<file path="config.mk">
export PLATFORM = sky130hd
export DESIGN_NAME = smf_spi_master
export DESIGN_NICKNAME = d
export VERILOG_FILES = /design/src/hdl/smf_pkg.sv /design/src/hdl/smf_fifo2.sv /design/src/hdl/smf_spi_master.sv
export SDC_FILE = /design/constraint.sdc
export NUM_CORES = 1
export LEC_CHECK = 0
export ABC_CLOCK_PERIOD_IN_PS = 3000
export BUFFER_PORTS_ARGS = -buffer_cell sky130_fd_sc_hd__buf_4
export CAP_MARGIN = 20
export CORE_MARGIN = 3
export CORE_UTILIZATION = 35
export DETAILED_ROUTE_END_ITERATION = 7
export PLACE_DENSITY_LB_ADDON = 0.08
export RECOVER_POWER = 25
export SETUP_SLACK_MARGIN = 0.02
export SLEW_MARGIN = 20
export SYNTH_ARGS = -nofsm -noshare
export SYNTH_HDL_FRONTEND = slang
export SYNTH_SLANG_ARGS = --single-unit
</file>
<file path="constraint.sdc">
create_clock -name CLK_I -period 3 [get_ports CLK_I]
set_input_delay 0.15 -clock CLK_I [delete_from_list [all_inputs] [get_ports CLK_I]]
set_output_delay 0.15 -clock CLK_I [all_outputs]
set_load 0.03 [all_outputs]
</file>
<file path="src/hdl/smf_pkg.sv">
// smf_pkg: constants, register map and carrier types of the spi master with two-byte fifos.
// assumes one mcu clock at 250 MHz and a byte-wide special-function-register bus.

package smf_pkg;

    // ----------------------------------------------------------------
    // register addresses and reset values
    // ----------------------------------------------------------------
    localparam logic [7:0] SMF_ADDR_CFG   = 8'hfc;
    localparam logic [7:0] SMF_ADDR_MASK  = 8'hfd;
    localparam logic [7:0] SMF_ADDR_FLAGS = 8'hfe;
    localparam logic [7:0] SMF_ADDR_DATA  = 8'hff;
    localparam logic [7:0] SMF_CFG_RST    = 8'h20;
    localparam logic [7:0] SMF_MASK_RST   = 8'h0f;
    localparam logic [7:0] SMF_DATA_RST   = 8'h00;

    // ----------------------------------------------------------------
    // serial timing
    // ----------------------------------------------------------------
    localparam int          SMF_CPU_CLK_FREQ_MHZ = 250;   // cpu_clk_freq
    localparam int          SMF_DATA_W           = 8;
    localparam int          SMF_FIFO_DEPTH       = 2;
    localparam logic [3:0]  SMF_LAST_EDGE        = 4'hf;  // 16 edges per byte
    // half period of the serial clock, minus one, in mcu clocks
    localparam logic [4:0]  SMF_HALF_DIV2        = 5'h00;
    localparam logic [4:0]  SMF_HALF_DIV4        = 5'h01;
    localparam logic [4:0]  SMF_HALF_DIV8        = 5'h03;
    localparam logic [4:0]  SMF_HALF_DIV16       = 5'h07;
    localparam logic [4:0]  SMF_HALF_DIV32       = 5'h0f;
    localparam logic [4:0]  SMF_HALF_DIV64       = 5'h1f;

    // ----------------------------------------------------------------
    // carrier types
    // ----------------------------------------------------------------
    typedef struct packed {
        logic       rsvd;
        logic [2:0] sck_divider_sel;
        logic       bit_order_sel;
        logic       sck_idle_level;
        logic       sample_edge_sel;
        logic       master_on;
    } smf_cfg_t;

    typedef struct packed {
        logic [3:0] rsvd;
        logic       mask_rx_full;
        logic       mask_rx_avail;
        logic       mask_tx_empty;
        logic       mask_tx_space;
    } smf_mask_t;

    typedef struct packed {
        logic [3:0] rsvd;
        logic       rx_full_flag;
        logic       rx_avail_flag;
        logic       tx_empty_flag;
        logic       tx_space_flag;
    } smf_flags_t;

    typedef struct packed {
        logic [7:0] addr;
        logic       wr;
        logic       rd;
        logic [7:0] wdata;
    } smf_sfr_req_t;

    typedef enum logic [0:0] {
        SMF_IDLE  = 1'b0,
        SMF_SHIFT = 1'b1
    } smf_state_t;

endpackage : smf_pkg

</file>
<file path="src/hdl/smf_fifo2.sv">
// smf_fifo2: small register-array fifo with valid/ready on both sides.
// assumes push and pop come from logic on the same clock.
`timescale 1ns/100ps

module smf_fifo2 #(
    parameter  int W     = 8,
    parameter  int DEPTH = 2,
    localparam int PW    = (DEPTH > 1) ? $clog2(DEPTH) : 1,
    localparam int CW    = $clog2(DEPTH + 1)
) (
    // clock and reset
    input  wire logic          clk_i,
    input  wire logic          rst_b_i,
    // fill side
    input  wire logic          in_valid_i,
    output logic               in_ready_o,
    input  wire logic [W-1:0]  in_data_i,
    // drain side
    output logic               out_valid_o,
    input  wire logic          out_ready_i,
    output logic [W-1:0]       out_data_o,
    // fill level
    output logic [CW-1:0]      level_o
);

    logic [W-1:0]  mem_ff [DEPTH];
    logic [PW-1:0] wr_ptr_ff;
    logic [PW-1:0] rd_ptr_ff;
    logic [CW-1:0] cnt_ff;
    logic          push;
    logic          pop;

    // pointer wrap for depths that are not a power of two
    function automatic logic [PW-1:0] nxt_ptr(input logic [PW-1:0] p);
        nxt_ptr = (p == PW'(DEPTH - 1)) ? '0 : PW'(p + 1'b1);
    endfunction : nxt_ptr

    // honest flags straight from the count
    assign in_ready_o  = (cnt_ff != CW'(DEPTH));
    assign out_valid_o = (cnt_ff != '0);
    assign push        = in_valid_i & in_ready_o;
    assign pop         = out_valid_o & out_ready_i;
    assign out_data_o  = mem_ff[rd_ptr_ff];
    assign level_o     = cnt_ff;

    // storage, no reset needed on the data itself
    always_ff @(posedge clk_i) begin
        if (push) begin
            mem_ff[wr_ptr_ff] <= in_data_i;
        end
    end

    // pointers and count
    always_ff @(posedge clk_i) begin
        if (!rst_b_i) begin
            wr_ptr_ff <= '0;
            rd_ptr_ff <= '0;
            cnt_ff    <= '0;
        end else begin
            if (push) begin
                wr_ptr_ff <= nxt_ptr(wr_ptr_ff);
            end
            if (pop) begin
                rd_ptr_ff <= nxt_ptr(rd_ptr_ff);
            end
            if (push && !pop) begin
                cnt_ff <= CW'(cnt_ff + 1'b1);
            end else if (pop && !push) begin
                cnt_ff <= CW'(cnt_ff - 1'b1);
            end
        end
    end

endmodule : smf_fifo2

</file>
<file path="src/hdl/smf_spi_master.sv">
// smf_spi_master: spi master core with register file on the sfr bus and two-byte fifos.
// assumes a single mcu clock; slave selects come from general-purpose pins elsewhere.
`timescale 1ns/100ps

module smf_spi_master (
    // clock and reset
    input  wire logic                  CLK_I,
    input  wire logic                  RST_B_I,
    // sfr bus
    input  wire smf_pkg::smf_sfr_req_t SFR_REQ_I,
    output logic [7:0]                 SFR_RDATA_O,
    // serial pins
    output logic                       SER_CLK_OUT_O,
    output logic                       SER_DATA_OUT_O,
    input  wire logic                  SER_DATA_IN_I,
    // interrupt
    output logic                       IRQ_O
);
    import smf_pkg::*;

    // ----------------------------------------------------------------
    // declarations
    // ----------------------------------------------------------------
    smf_cfg_t                  cfg_ff;
    smf_mask_t                 mask_ff;
    smf_flags_t                flags;
    smf_state_t                state_ff;
    logic [7:0]                rdata_ff;
    logic                      irq_ff;
    logic                      din_s1_ff;
    logic                      din_s2_ff;
    logic [4:0]                div_cnt_ff;
    logic [4:0]                half_m1;
    logic [3:0]                edge_idx_ff;
    logic                      sck_ff;
    logic                      mosi_ff;
    logic [SMF_DATA_W-1:0]     tx_sh_ff;
    logic [SMF_DATA_W-1:0]     rx_sh_ff;
    logic [SMF_DATA_W-1:0]     nxt_rx_sh;
    logic                      wr_cfg;
    logic                      wr_mask;
    logic                      wr_data;
    logic                      rd_data;
    logic                      tick;
    logic                      start;
    logic                      done;
    logic                      lead;
    logic                      shift_evt;
    logic                      sample_evt;
    logic                      tx_in_ready;
    logic                      tx_out_valid;
    logic [SMF_DATA_W-1:0]     tx_out_data;
    logic [1:0]                tx_level;
    logic                      rx_in_ready;
    logic                      rx_out_valid;
    logic [SMF_DATA_W-1:0]     rx_out_data;
    logic [1:0]                rx_level;

    // bit selected first on the line for the chosen order
    function automatic logic first_bit(input logic [SMF_DATA_W-1:0] v, input logic lsb);
        first_bit = lsb ? v[0] : v[SMF_DATA_W-1];
    endfunction : first_bit

    function automatic logic [SMF_DATA_W-1:0] shift_out(input logic [SMF_DATA_W-1:0] v, input logic lsb);
        shift_out = lsb ? {1'b0, v[SMF_DATA_W-1:1]} : {v[SMF_DATA_W-2:0], 1'b0};
    endfunction : shift_out

    // ----------------------------------------------------------------
    // sfr decode and registers
    // ----------------------------------------------------------------
    assign wr_cfg  = SFR_REQ_I.wr && (SFR_REQ_I.addr == SMF_ADDR_CFG);
    assign wr_mask = SFR_REQ_I.wr && (SFR_REQ_I.addr == SMF_ADDR_MASK);
    assign wr_data = SFR_REQ_I.wr && (SFR_REQ_I.addr == SMF_ADDR_DATA);
    assign rd_data = SFR_REQ_I.rd && (SFR_REQ_I.addr == SMF_ADDR_DATA);

    // config and mask; reserved bits are kept at zero
    always_ff @(posedge CLK_I) begin
        if (!RST_B_I) begin
            cfg_ff  <= smf_cfg_t'(SMF_CFG_RST);
            mask_ff <= smf_mask_t'(SMF_MASK_RST);
        end else begin
            if (wr_cfg) begin
                cfg_ff      <= smf_cfg_t'(SFR_REQ_I.wdata);
                cfg_ff.rsvd <= 1'b0;
            end
            if (wr_mask) begin
                mask_ff      <= smf_mask_t'(SFR_REQ_I.wdata);
                mask_ff.rsvd <= '0;
            end
        end
    end

    // status follows the fifos live, nothing to clear by software
    always_comb begin
        flags               = '0;
        flags.rx_full_flag  = !rx_in_ready;
        flags.rx_avail_flag = rx_out_valid;
        flags.tx_empty_flag = (tx_level == '0);
        flags.tx_space_flag = tx_in_ready;
    end

    // read data registered; a read of an empty rx fifo returns zero
    always_ff @(posedge CLK_I) begin
        if (!RST_B_I) begin
            rdata_ff <= SMF_DATA_RST;
        end else if (SFR_REQ_I.rd) begin
            case (SFR_REQ_I.addr)
                SMF_ADDR_CFG:   rdata_ff <= cfg_ff;
                SMF_ADDR_MASK:  rdata_ff <= mask_ff;
                SMF_ADDR_FLAGS: rdata_ff <= flags;
                SMF_ADDR_DATA:  rdata_ff <= rx_out_valid ? rx_out_data : SMF_DATA_RST;
                default:        rdata_ff <= SMF_DATA_RST;
            endcase
        end
    end
    assign SFR_RDATA_O = rdata_ff;

    // masked sources onto one interrupt line
    always_ff @(posedge CLK_I) begin
        if (!RST_B_I) begin
            irq_ff <= 1'b0;
        end else begin
            irq_ff <= |(flags[3:0] & ~mask_ff[3:0]);
        end
    end
    assign IRQ_O = irq_ff;

    // ----------------------------------------------------------------
    // fifos: tx filled by sfr writes, rx drained by sfr reads
    // ----------------------------------------------------------------
    // a write to a full tx fifo is dropped, software must watch the space flag
    smf_fifo2 #(.W(SMF_DATA_W), .DEPTH(SMF_FIFO_DEPTH)) u_tx_fifo (
        .clk_i       (CLK_I),
        .rst_b_i     (RST_B_I),
        .in_valid_i  (wr_data),
        .in_ready_o  (tx_in_ready),
        .in_data_i   (SFR_REQ_I.wdata),
        .out_valid_o (tx_out_valid),
        .out_ready_i (start),
        .out_data_o  (tx_out_data),
        .level_o     (tx_level)
    );

    smf_fifo2 #(.W(SMF_DATA_W), .DEPTH(SMF_FIFO_DEPTH)) u_rx_fifo (
        .clk_i       (CLK_I),
        .rst_b_i     (RST_B_I),
        .in_valid_i  (done),
        .in_ready_o  (rx_in_ready),
        .in_data_i   (nxt_rx_sh),
        .out_valid_o (rx_out_valid),
        .out_ready_i (rd_data),
        .out_data_o  (rx_out_data),
        .level_o     (rx_level)
    );

    // ----------------------------------------------------------------
    // serial engine
    // ----------------------------------------------------------------
    // input synchroniser; adds two clocks, so the fastest divisions
    // only work with a slave that answers well inside a half period
    always_ff @(posedge CLK_I) begin
        if (!RST_B_I) begin
            din_s1_ff <= 1'b0;
            din_s2_ff <= 1'b0;
        end else begin
            din_s1_ff <= SER_DATA_IN_I;
            din_s2_ff <= din_s1_ff;
        end
    end

    // half-period length from the divider code
    always_comb begin
        case (cfg_ff.sck_divider_sel)
            3'h0:    half_m1 = SMF_HALF_DIV2;
            3'h1:    half_m1 = SMF_HALF_DIV4;
            3'h2:    half_m1 = SMF_HALF_DIV8;
            3'h3:    half_m1 = SMF_HALF_DIV16;
            3'h4:    half_m1 = SMF_HALF_DIV32;
            default: half_m1 = SMF_HALF_DIV64;
        endcase
    end

    // a new byte needs room in rx as well, so a slow reader stalls the link
    assign start = cfg_ff.master_on && (state_ff == SMF_IDLE) && tx_out_valid && rx_in_ready;
    assign tick  = cfg_ff.master_on && (state_ff == SMF_SHIFT) && (div_cnt_ff == half_m1);
    assign done  = tick && (edge_idx_ff == SMF_LAST_EDGE);
    assign lead  = !edge_idx_ff[0];
    // phase picks which edge shifts and which samples
    assign shift_evt  = tick && (cfg_ff.sample_edge_sel ? lead : (!lead && !done));
    assign sample_evt = tick && (cfg_ff.sample_edge_sel ? !lead : lead);
    // lsb first fills from the top, msb first from the bottom
    assign nxt_rx_sh = !sample_evt ? rx_sh_ff :
                       cfg_ff.bit_order_sel ? {din_s2_ff, rx_sh_ff[SMF_DATA_W-1:1]} :
                       {rx_sh_ff[SMF_DATA_W-2:0], din_s2_ff};

    // byte state; disabled means everything holds where it is
    always_ff @(posedge CLK_I) begin
        if (!RST_B_I) begin
            state_ff <= SMF_IDLE;
        end else if (start) begin
            state_ff <= SMF_SHIFT;
        end else if (done) begin
            state_ff <= SMF_IDLE;
        end
    end

    // divider and edge counter
    always_ff @(posedge CLK_I) begin
        if (!RST_B_I) begin
            div_cnt_ff  <= '0;
            edge_idx_ff <= '0;
        end else if (cfg_ff.master_on) begin
            if (state_ff == SMF_IDLE || tick) begin
                div_cnt_ff <= '0;
            end else begin
                div_cnt_ff <= 5'(div_cnt_ff + 1'b1);
            end
            if (start) begin
                edge_idx_ff <= '0;
            end else if (tick) begin
                edge_idx_ff <= 4'(edge_idx_ff + 1'b1);
            end
        end
    end

    // serial clock; sixteen toggles bring it back to idle
    always_ff @(posedge CLK_I) begin
        if (!RST_B_I) begin
            sck_ff <= 1'b0;
        end else if (state_ff == SMF_IDLE) begin
            sck_ff <= 1'b0;
        end else if (tick) begin
            sck_ff <= !sck_ff;
        end
    end
    assign SER_CLK_OUT_O = sck_ff ^ cfg_ff.sck_idle_level;

    // transmit shifter and data-out register
    always_ff @(posedge CLK_I) begin
        if (!RST_B_I) begin
            tx_sh_ff <= '0;
            mosi_ff  <= 1'b0;
        end else if (start) begin
            tx_sh_ff <= tx_out_data;
            if (!cfg_ff.sample_edge_sel) begin
                mosi_ff <= first_bit(tx_out_data, cfg_ff.bit_order_sel);
            end
        end else if (shift_evt) begin
            tx_sh_ff <= shift_out(tx_sh_ff, cfg_ff.bit_order_sel);
            if (cfg_ff.sample_edge_sel) begin
                mosi_ff <= first_bit(tx_sh_ff, cfg_ff.bit_order_sel);
            end else begin
                mosi_ff <= first_bit(shift_out(tx_sh_ff, cfg_ff.bit_order_sel), cfg_ff.bit_order_sel);
            end
        end
    end
    assign SER_DATA_OUT_O = mosi_ff;

    // receive shifter
    always_ff @(posedge CLK_I) begin
        if (!RST_B_I) begin
            rx_sh_ff <= '0;
        end else begin
            rx_sh_ff <= nxt_rx_sh;
        end
    end

    // ----------------------------------------------------------------
    // assertions
    // ----------------------------------------------------------------
    localparam logic [6:0] SMF_BYTE_CYC_DIV8 = 7'h3f; // sixteen half periods of four clocks, less one
    logic [6:0]            byte_cyc_ff;
    // byte length in mcu clocks; parks at all ones once config moves, so the check stays quiet then
    always_ff @(posedge CLK_I) begin
        if (!RST_B_I || wr_cfg || !cfg_ff.master_on) begin
            byte_cyc_ff <= '1;
        end else begin
            byte_cyc_ff <= start ? '0 : (byte_cyc_ff == '1) ? byte_cyc_ff : 7'(byte_cyc_ff + 1'b1);
        end
    end
endmodule : smf_spi_master

</file>
==> Word level (Yosys, flattened, before mapping) <==
Memories as Yosys holds them, arrays and structs flattened. A register that Yosys moved wholly into a read port is not among the register bits.
Cells that the tools add are included.
W data, S select, Z words.
{ "totals": {"register_bits": 58, "mem_bits_rw": 32, "in_bits": 21, "elab_cells": 136, "n_memories": 2} }
{ "op_classes": {"add_sub_neg": 10, "n_eq_ne": 13, "muxes": 38, "n_bitwise": 8, "reduce_logical": 39} }
{ "memory_table": {"columns": ["name", "words", "word_bits", "rd", "rd_clocked_by_memory_dff", "write_ports", "line_no", "source"], "rows": [
  ["u_rx_fifo.mem_ff", 2, 8, 1, 1, 1, "smf_fifo2.sv:26", "logic [W-1:0] mem_ff [DEPTH];"],
  ["u_tx_fifo.mem_ff", 2, 8, 1, 1, 1, "smf_fifo2.sv:26", null]
]} }
{ "ops": {"columns": ["cell", "n"], "rows": [
  ["$mux W8", 6],
  ["$eq A8 B8 Y1 const B", 4],
  ["$pmux W8 S4", 1],
  ["$pmux W5 S5", 1],
  ["$mux W1", 23],
  ["$logic_and A1 B1 Y1", 17],
  ["$reduce_bool A2 Y1", 7],
  ["$logic_not A1 Y1", 8],
  ["$mux W2", 4],
  ["$mux W4", 2],
  ["$eq A3 B2 Y1 const B", 2],
  ["$ne A2 B2 Y1 const B", 3],
  ["$reduce_and A2 Y1", 3],
  ["$add A5 B1 Y5 const B", 1],
  ["$eq A5 B5 Y1", 1],
  ["$mux W5", 1],
  ["$add A1 B1 Y1 const B", 4],
  ["$add A2 B1 Y2 const B", 2],
  ["$add A4 B1 Y4 const B", 1],
  ["$and A1 B1 Y1", 4],
  ["$and A4 B4 Y4", 1],
  ["$eq A4 B4 Y1 const B", 1],
  ["$not A4 Y4", 1],
  ["$reduce_or A4 Y1", 1],
  ["8 further kinds", 9]
]} }

==> Depth between registers and ports, before layout <==
Gate-level depths: netlist (run 1).
{ "depth": {"depth_word": 11, "ltp_mapped": 10, "ltp_nobuf": 9} }

==> Cells and area by module <==
From an unflattened synthesis (run 1), not the netlist that was laid out.
{ "hier_totals": {"cells_unflattened": 394, "hier_area_um2": 4250.3} }
{ "modules_own_cells": {"columns": ["mod", "n_inst", "cells_each", "area_each_um2"], "rows": [
  ["smf_spi_master", 1, 294, 2631.3],
  ["smf_fifo2", 2, 50, 809.5]
]} }

==> Worst setup path after synthesis (run 1) <==
No wires, ideal clock.
{ "synth_timing": {"path_kind": "register to register", "start": "reg state_ff", "end": "reg u_rx_fifo.cnt_ff[1] (netlist: u_rx_fifo.level_o[1])", "setup_ns": 0.071, "arrival_ns": 2.287, "t_required_ns": 2.929, "path_slack_ns": 0.643, "path_stages_with_launch": 10, "path_buffers": 1, "synth_period_minus_slack_ns": 2.357, "path_cell_list": "dfxtp_1 -> nand2_2 -> o21bai_4 -> a2111oi_4 -> and3_1 -> buf_2 -> and2_1 -> ha_1 -> or3_1 -> a21oi_1"} }
{ "synth_via": {"elab_chain_len": 7, "elab_cells_between_ends": 9} }
{ "synth_lines": {"columns": ["element", "line_no", "source"], "rows": [
  ["start: declaration", "smf_spi_master.sv:27", "smf_state_t state_ff;"],
  ["start signal: assignment", "smf_spi_master.sv:199", "state_ff <= SMF_IDLE;"],
  ["start signal: assignment", "smf_spi_master.sv:201", "state_ff <= SMF_SHIFT;"],
  ["start signal: assignment", "smf_spi_master.sv:203", "state_ff <= SMF_IDLE;"],
  ["$logic_and A1 B1 Y1 * (2 in series)", "smf_spi_master.sv:185", "assign tick = cfg_ff.master_on && (state_ff == SMF_SHIFT) && (div_cnt_ff == half_m1);"],
  ["$logic_and A1 B1 Y1 *", "smf_spi_master.sv:186", "assign done = tick && (edge_idx_ff == SMF_LAST_EDGE);"],
  ["$and A1 B1 Y1 *", "smf_fifo2.sv:41", "assign push = in_valid_i & in_ready_o;"],
  ["named net u_rx_fifo.push", "smf_fifo2.sv:30", "logic push;"],
  ["$logic_not A1 Y1", "smf_fifo2.sv:68", "end else if (pop && !push) begin"],
  ["$logic_and A1 B1 Y1", "smf_fifo2.sv:68", null],
  ["$reduce_bool A2 Y1 (no line)", null, null],
  ["end signal: assignment", "smf_fifo2.sv:67", "cnt_ff <= CW'(cnt_ff + 1'b1);"],
  ["end signal: assignment", "smf_fifo2.sv:69", "cnt_ff <= CW'(cnt_ff - 1'b1);"],
  ["end: declaration", "smf_fifo2.sv:29", "logic [CW-1:0] cnt_ff;"]
]} }
Mark *: on every way through the listed nets, which the timed path passes. The rest lies on a longest branch.
A chain may end at the register's enable or synchronous reset.

==> results of run 1 <==
power breakdown:
part / internal [mW] / switching, mW
Clock: 0.745 / 0.505
Combinational: 0.0240 / 0.0388
Sequential: 1.29 / 0.00117
registers in the layout, summed over array words and instances, names as in the netlist, named ones only:
name,flops
u_rx_fifo.mem_ff,16
u_tx_fifo.mem_ff,16
SFR_RDATA_O,8
rx_sh_ff,8
tx_sh_ff,8
cfg_ff,7
div_cnt_ff,5
edge_idx_ff,4
mask_ff,4
u_rx_fifo.level_o,2
u_tx_fifo.level_o,2
IRQ_O,1
SER_DATA_OUT_O,1
din_s1_ff,1
din_s2_ff,1
sck_ff,1
state_ff,1
u_rx_fifo.rd_ptr_ff,1
u_rx_fifo.wr_ptr_ff,1
u_tx_fifo.rd_ptr_ff,1
u_tx_fifo.wr_ptr_ff,1
cells by family (layout without fill, tap and decap cells):
logic type / after synthesis / count (layout) / synth area share [%]
adder cells (fa/ha/maj): 4 / 4 / 1.20
XOR/XNOR: 12 / 12 / 2.51
AO/OA/AOI/OAI: 68 / 68 / 11.1
flip-flops: 92 / 92 / 51.7
multiplexers: 50 / 50 / 13.8
AND/OR/NAND/NOR: 137 / 137 / 17.0
buffers and inverters: 30 / 63 / 2.75
per-stage QoR:
step / hold WS [ns] / util [%]
final: 0.0194 / 41.8
after global routing: 0.00866 / 41.8
after CTS: 0.000269 / 42.4
after detailed placement: 0.345 / 39.4
after global placement: 0.339 / 39.4
after floorplan: 0.249 / -
routing by layer:
metal	up-vias	track usage [%]	wire length (um)
met3	12	3.58	234
li1	1464	-	-
met2	29	24.2	4420
met1	1361	19.0	4270
met5	-	0	0
met4	0	4.30	146
how the worst max path moves through the flow:
stage	end	depth (start not counted)
floorplan	u_rx_fifo.level_o[1]	9
global placement	u_rx_fifo.level_o[1]	8
detailed placement	u_rx_fifo.level_o[1]	8
CTS	u_rx_fifo.level_o[1]	8
global route	flop	4
finish	flop	4
layout make-up:
type                            instances  area, sq um  share of cell area, %
Multi-Input combinational cell        271         1900                   39.4
Clock buffer                            9          225                   4.66
Sequential cell                        92         2160                   44.8
Timing Repair Buffer                   39          228                   4.71
Clock inverter                          7          104                   2.15
Inverter                                8         30.0                  0.622
Tap cell                              143          179                   3.70
placed cells by master (no fill, tap or decap), drive strengths merged, types with 3 or more instances in the layout:
master	count
a2bb2oi	3
nor2	38
xor2	8
inv	11
ha	4
nand2b	16
xnor2	4
and2	14
o211ai	6
o2111ai	6
o21bai	3
nand2	25
nand4	8
buf	19
a21oi	19
clkbuf	28
mux2	26
or3	3
dfxtp	60
edfxtp	32
nand3	15
o21ai	19
mux2i	23
o22ai	3
nor3	6
timing repair:
item / 4_1_cts / 5_1_grt
endpoints found under the hold margin: 2 / 0
gates resized for setup: 0 / 0
hold buffers: 1 / 0
==> out/metrics.cfg, run 1 <==
[run_status]
status=complete, but fails checks
violations=max-capacitance violations, max-slew violations

[floorplan]
rows=39
die_h_um=115
io_pins=32
die_w_um=115
start_util_pct=36.1
core_area_sq_mm=0.0116
die_area_sq_mm=0.0133

[placement]
dpl_cell_area_sq_mm=0.00456
preCtsSetupSlack_ns=0.574
gp_routability_congestion=0.855
post-dp-hpwl_mm=6.61
placed_cells=552
portBuffers=31

[cells_and_area]
nets=446
area_growth_pct=15.6
final_area_sq_mm=0.00483
stdcell_count=569
nFillCells=1149
diodes=0
drive_gt1_share_pct=17.1

[grt]
grt_max_degree=43
grt.total_usage_pct=14.6
grt_overflow=0
antenna_found_initial=0
grt_pass1_vias=2877
grt_pass1_wl_mm=15.0

[synthesis]
synth_top_cells_by_count=60 x dfxtp_1, 38 x nor2_1, 32 x edfxtp_1, 23 x mux2i_1, 23 x nand2_1
synthCells=393
avgSynthCellArea_sq_um=10.6
ys_seq_area_share_pct=51.7
yosys_warnings=0
synth.area.top_cells=dfxtp_1 29%, edfxtp_1 23%, mux2i_1 5.5%, mux2_2 4.8%, nor2_1 3.4%
synthDistinctLibCells=50
synth_edf_count=32
yosysTopAreaCellShare_pct=28.7
syn-num-nets=418
synth_area_leader_cell=dfxtp_1
synth_seq_cells=92
synthFlopType=dfxtp_1
synth.most_common_cell=dfxtp_1
synth-async-reset-ratio_pct=0
synth_area_sq_mm=0.00418

[worst_setup_path]
endpoint_kind=flop
critPathArrivalTime_ns=2.72
reg2reg_setup_slack_ns=0.56
critPathLaunch=RST_B_I
crit_buf_inv=3
r2r_end=u_rx_fifo.level_o[1]
startpoint_type=input port
r2r-start=cfg_ff[5]
slowest_delay_ns=1.28
critical-path-slowest-cell=clkbuf_1
worstPathRequired_ns=3.26
cp_top_family=buffers and inverters
path_max_fanout=42
worstRegToRegCells=8
cp_cell_sequence=clkbuf_1 > clkinv_1 > buf_4 > nor2_1
critical_path_class=in -> reg

[sta]
clock-skew-final_ns=0.00841
fin_ws_ns=0.544
finalSetupViolCount=0
timing.final.crit_share_pct=81.9
hold_violations=0
rsz0062_at_grt=false
fin_crit_ns=2.46
worst_pin_slew_ns=1.83
fmax_ghz=0.407
relSlewSlack_pct=-21.7
final.setup.tns_ns=0
drv_slew=43

[route]
dr.pass1.iters=4
post-route-drc-count=0
drt-total-wl_mm=9.08
dr.first_iter.drc_count=190
viasPerCell=5.04
wl_per_cell_um=16.0
postRouteAntennaNets=0
vias=2866

[clock_tree]
clockRootBuffer=clkbuf_16
cts_tree=yes
clock_sinks=92
cts_setup_buffers=0
max-clock-path-buffers=2
clk_pin_slew_ns=0.06
cts_buffers=9
insertion_delay_ns=0.34
htreeDepth=3

[pwr]
power_mw=2.60
total_leakage_power_nw=1.71
ir_drop_v=0.000389
powerDensity_mw_per_mm2=538

[worst_hold_path]
min_from=SER_DATA_IN_I
min_to=din_s1_ff
min_path_type=in -> reg
holdPathStages=2

[job]
drv.max_cap_violation_count=1

(Power assumes the default switching activity.)
==> run 2, diff against run 1 <==
--- a/config.mk
+++ b/config.mk
@@ -5,7 +5,7 @@
 export SDC_FILE = /design/constraint.sdc
 export NUM_CORES = 1
 export LEC_CHECK = 0
-export ABC_CLOCK_PERIOD_IN_PS = 3000
+export ABC_CLOCK_PERIOD_IN_PS = 2350
 export BUFFER_PORTS_ARGS = -buffer_cell sky130_fd_sc_hd__buf_4
 export CAP_MARGIN = 20
 export CORE_MARGIN = 3
==> constraint.sdc (replaced) <==
create_clock -name CLK_I -period 2.35 [get_ports CLK_I]
set_input_delay 0.1175 -clock CLK_I [delete_from_list [all_inputs] [get_ports CLK_I]]
set_output_delay 0.1175 -clock CLK_I [all_outputs]
set_load 0.03 [all_outputs]
==> run 2 against run 1 <==
- the flow now finishes without violations
- largest cell class unchanged
- utilization increased by 0.81 points
- power grew 20%
- wire length increased by 4.8%
- combinational power grew 47%
- die area stayed put
- worst setup slack lost 0.41 ns
==> out/metrics.cfg, run 2 (same netlist as run 1, synthesis figures left out) <==
[cells_and_area]
area_growth_pct=17.8
nFillCells=1117  ; -2.8%
final_common_cell=dfxtp_1
nets=461  ; +3.4%
layout_common_cells=56 x dfxtp_1, 38 x nor2_1, 32 x edfxtp_1, 26 x buf_4
final_area_sq_mm=0.00492  ; +1.9%
drive_gt1_share_pct=19.5  ; +2.4 points
utilization_pct=42.6  ; +0.81 points
largest_registers=u_rx_fifo.mem_ff (16), u_tx_fifo.mem_ff (16)
diodes=0  ; unchanged

[pwr]
power_mw=3.11  ; +20%
power.switching_mw=0.707  ; +30%
power_frac_comb_pct=3.0  ; +0.6 points
clock_power_share_pct=44.2  ; -3.9 points
seq_power_share_pct=52.8  ; +3.3 points
ir_drop_v=0.000289  ; -26%
total_leakage_power_nw=1.75  ; +2.3%
sw_frac_of_total_pct=22.7  ; +1.8 points
p_int_mw=2.40  ; +17%
powerDensity_mw_per_mm2=631  ; +17%

[run_status]
status=finished clean

[route]
drt-total-wl_mm=9.51  ; +4.8%
post-route-drc-count=0  ; unchanged
viasPerCell=4.99  ; -0.97%
dr.pass1.iters=4  ; unchanged
dr.first_iter.drc_count=183  ; -3.7%
wl_per_cell_um=16.3  ; +2.1%
postRouteAntennaNets=0  ; unchanged
vias=2913  ; +1.6%

[floorplan]
die_area_sq_mm=0.0133  ; unchanged
die_h_um=115  ; unchanged
die_w_um=115  ; unchanged
start_util_pct=36.1  ; unchanged
core_area_sq_mm=0.0116  ; unchanged
rows=39  ; unchanged
io_pins=32  ; unchanged

[sta]
relSlewSlack_pct=63.8  ; +85 points
final.setup.tns_ns=0  ; unchanged
fmax_ghz=0.452
drv_slew=0  ; -100%
rsz0062_at_grt=false
worst_pin_slew_ns=0.543  ; -1.28 ns
hold_violations=0  ; unchanged
finalSetupViolCount=0  ; unchanged
fin_crit_ns=2.21
clock-skew-final_ns=0.00785  ; -0.000568 ns
fin_ws_ns=0.137  ; -0.407 ns
timing.final.crit_share_pct=94.2

[clock_tree]
clockRootBuffer=clkbuf_16
clk_pin_slew_ns=0.07  ; about the same
cts_buffers=9  ; unchanged
htreeDepth=3  ; unchanged
max-clock-path-buffers=2  ; unchanged
cts_tree=yes
cts_setup_buffers=0  ; unchanged
clock_sinks=92  ; unchanged
insertion_delay_ns=0.35  ; about the same

[placement]
preCtsSetupSlack_ns=0.133  ; -0.440 ns
portBuffers=31  ; unchanged
dpl_cell_area_sq_mm=0.00462  ; +1.3%
gp_routability_congestion=0.812  ; -5.0%
post-dp-hpwl_mm=6.84  ; +3.5%

[grt]
grt.total_usage_pct=15.2  ; +0.58 points
grt_use_met2_pct=24.2  ; unchanged
grt_overflow=0  ; unchanged
grt_max_degree=43  ; unchanged
top_usage_layer=met2
grt_pass1_wl_mm=15.3  ; +2.1%
antenna_found_initial=0  ; unchanged
grt_util_met3_pct=3.79  ; +0.21 points
grt_pass1_vias=2835  ; -1.5%
use_met1_pct=20.2  ; +1.2 points

[worst_setup_path]
reg2reg_setup_slack_ns=0.14  ; -0.42 ns
worstPathRequired_ns=2.63  ; -0.63 ns
critPathArrivalTime_ns=2.50  ; -0.22 ns
startpoint_type=flop
critical_path_class=reg -> reg
endpoint_kind=flop
path_max_fanout=8  ; -81%

[worst_hold_path]
min_path_type=in -> reg

[job]
drv.max_cap_violation_count=0  ; -1

run 2: worst paths after layout:
check	from	endpoint	depth (start not counted)
setup / recovery	cfg_ff[6]	u_rx_fifo.level_o[1]	8
setup reg to reg	cfg_ff[6]	u_rx_fifo.level_o[1]	8
hold reg to reg	din_s1_ff	din_s2_ff	1
hold / removal	SFR_REQ_I[8]	SFR_RDATA_O[4]	3
run 2: area by class of cell:
| cell class | instances | area (sq um) | share of cell area [%] |
|---|---|---|---|
| clock buffers | 9 | 225 | 4.57 |
| repair buffers | 54 | 364 | 7.39 |
| clock inverters | 7 | 50.0 | 1.02 |
| inverters | 8 | 30.0 | 0.610 |
| well taps | 143 | 179 | 3.63 |
| flip-flops and latches | 92 | 2170 | 44.0 |
| multi-input cells | 271 | 1910 | 38.8 |
run 2: metrics by stage:
step | hold slack (ns) | cells
after floorplan | 0.216 | 393
after global placement | 0.307 | 559
after detailed placement | 0.311 | 559
after CTS | 0.0723 | 584
after global routing | 0.0910 | 584
final | 0.0861 | 584
run 2: timing repair:
action | CTS | global route
hold buffers | 9 | 0
endpoints found under the setup margin | 0 | 1
resized for setup | 0 | 3
endpoints found under the hold margin | 17 | 0
run 2: power by group through the flow:
stage	clock network [mW]	logic, mW	registers [mW]
after global routing	1.48	0.102	1.64
after detailed placement	0	0.0871	1.68
final	1.37	0.0925	1.64
after CTS	1.41	0.0996	1.64
after floorplan	0	0.0405	1.68
after global placement	0	0.0863	1.68
run 2: layer usage:
metal | routed length (um) | vias up
met5 | 0 | -
met2 | 4450 | 40
met1 | 4650 | 1370
met4 | 131 | 0
li1 | - | 1496
met3 | 283 | 7
run 2: worst max-delay path, stage by stage (launching register included):
cell and delay [ns]:
dfxtp_2 0.36, or3b_1 0.37, a31oi_2 0.19, a2111oi_4 0.08, and3_1 0.21, and2_1 0.14, ha_1 0.30, or3_1 0.37
a21oi_1 0.13
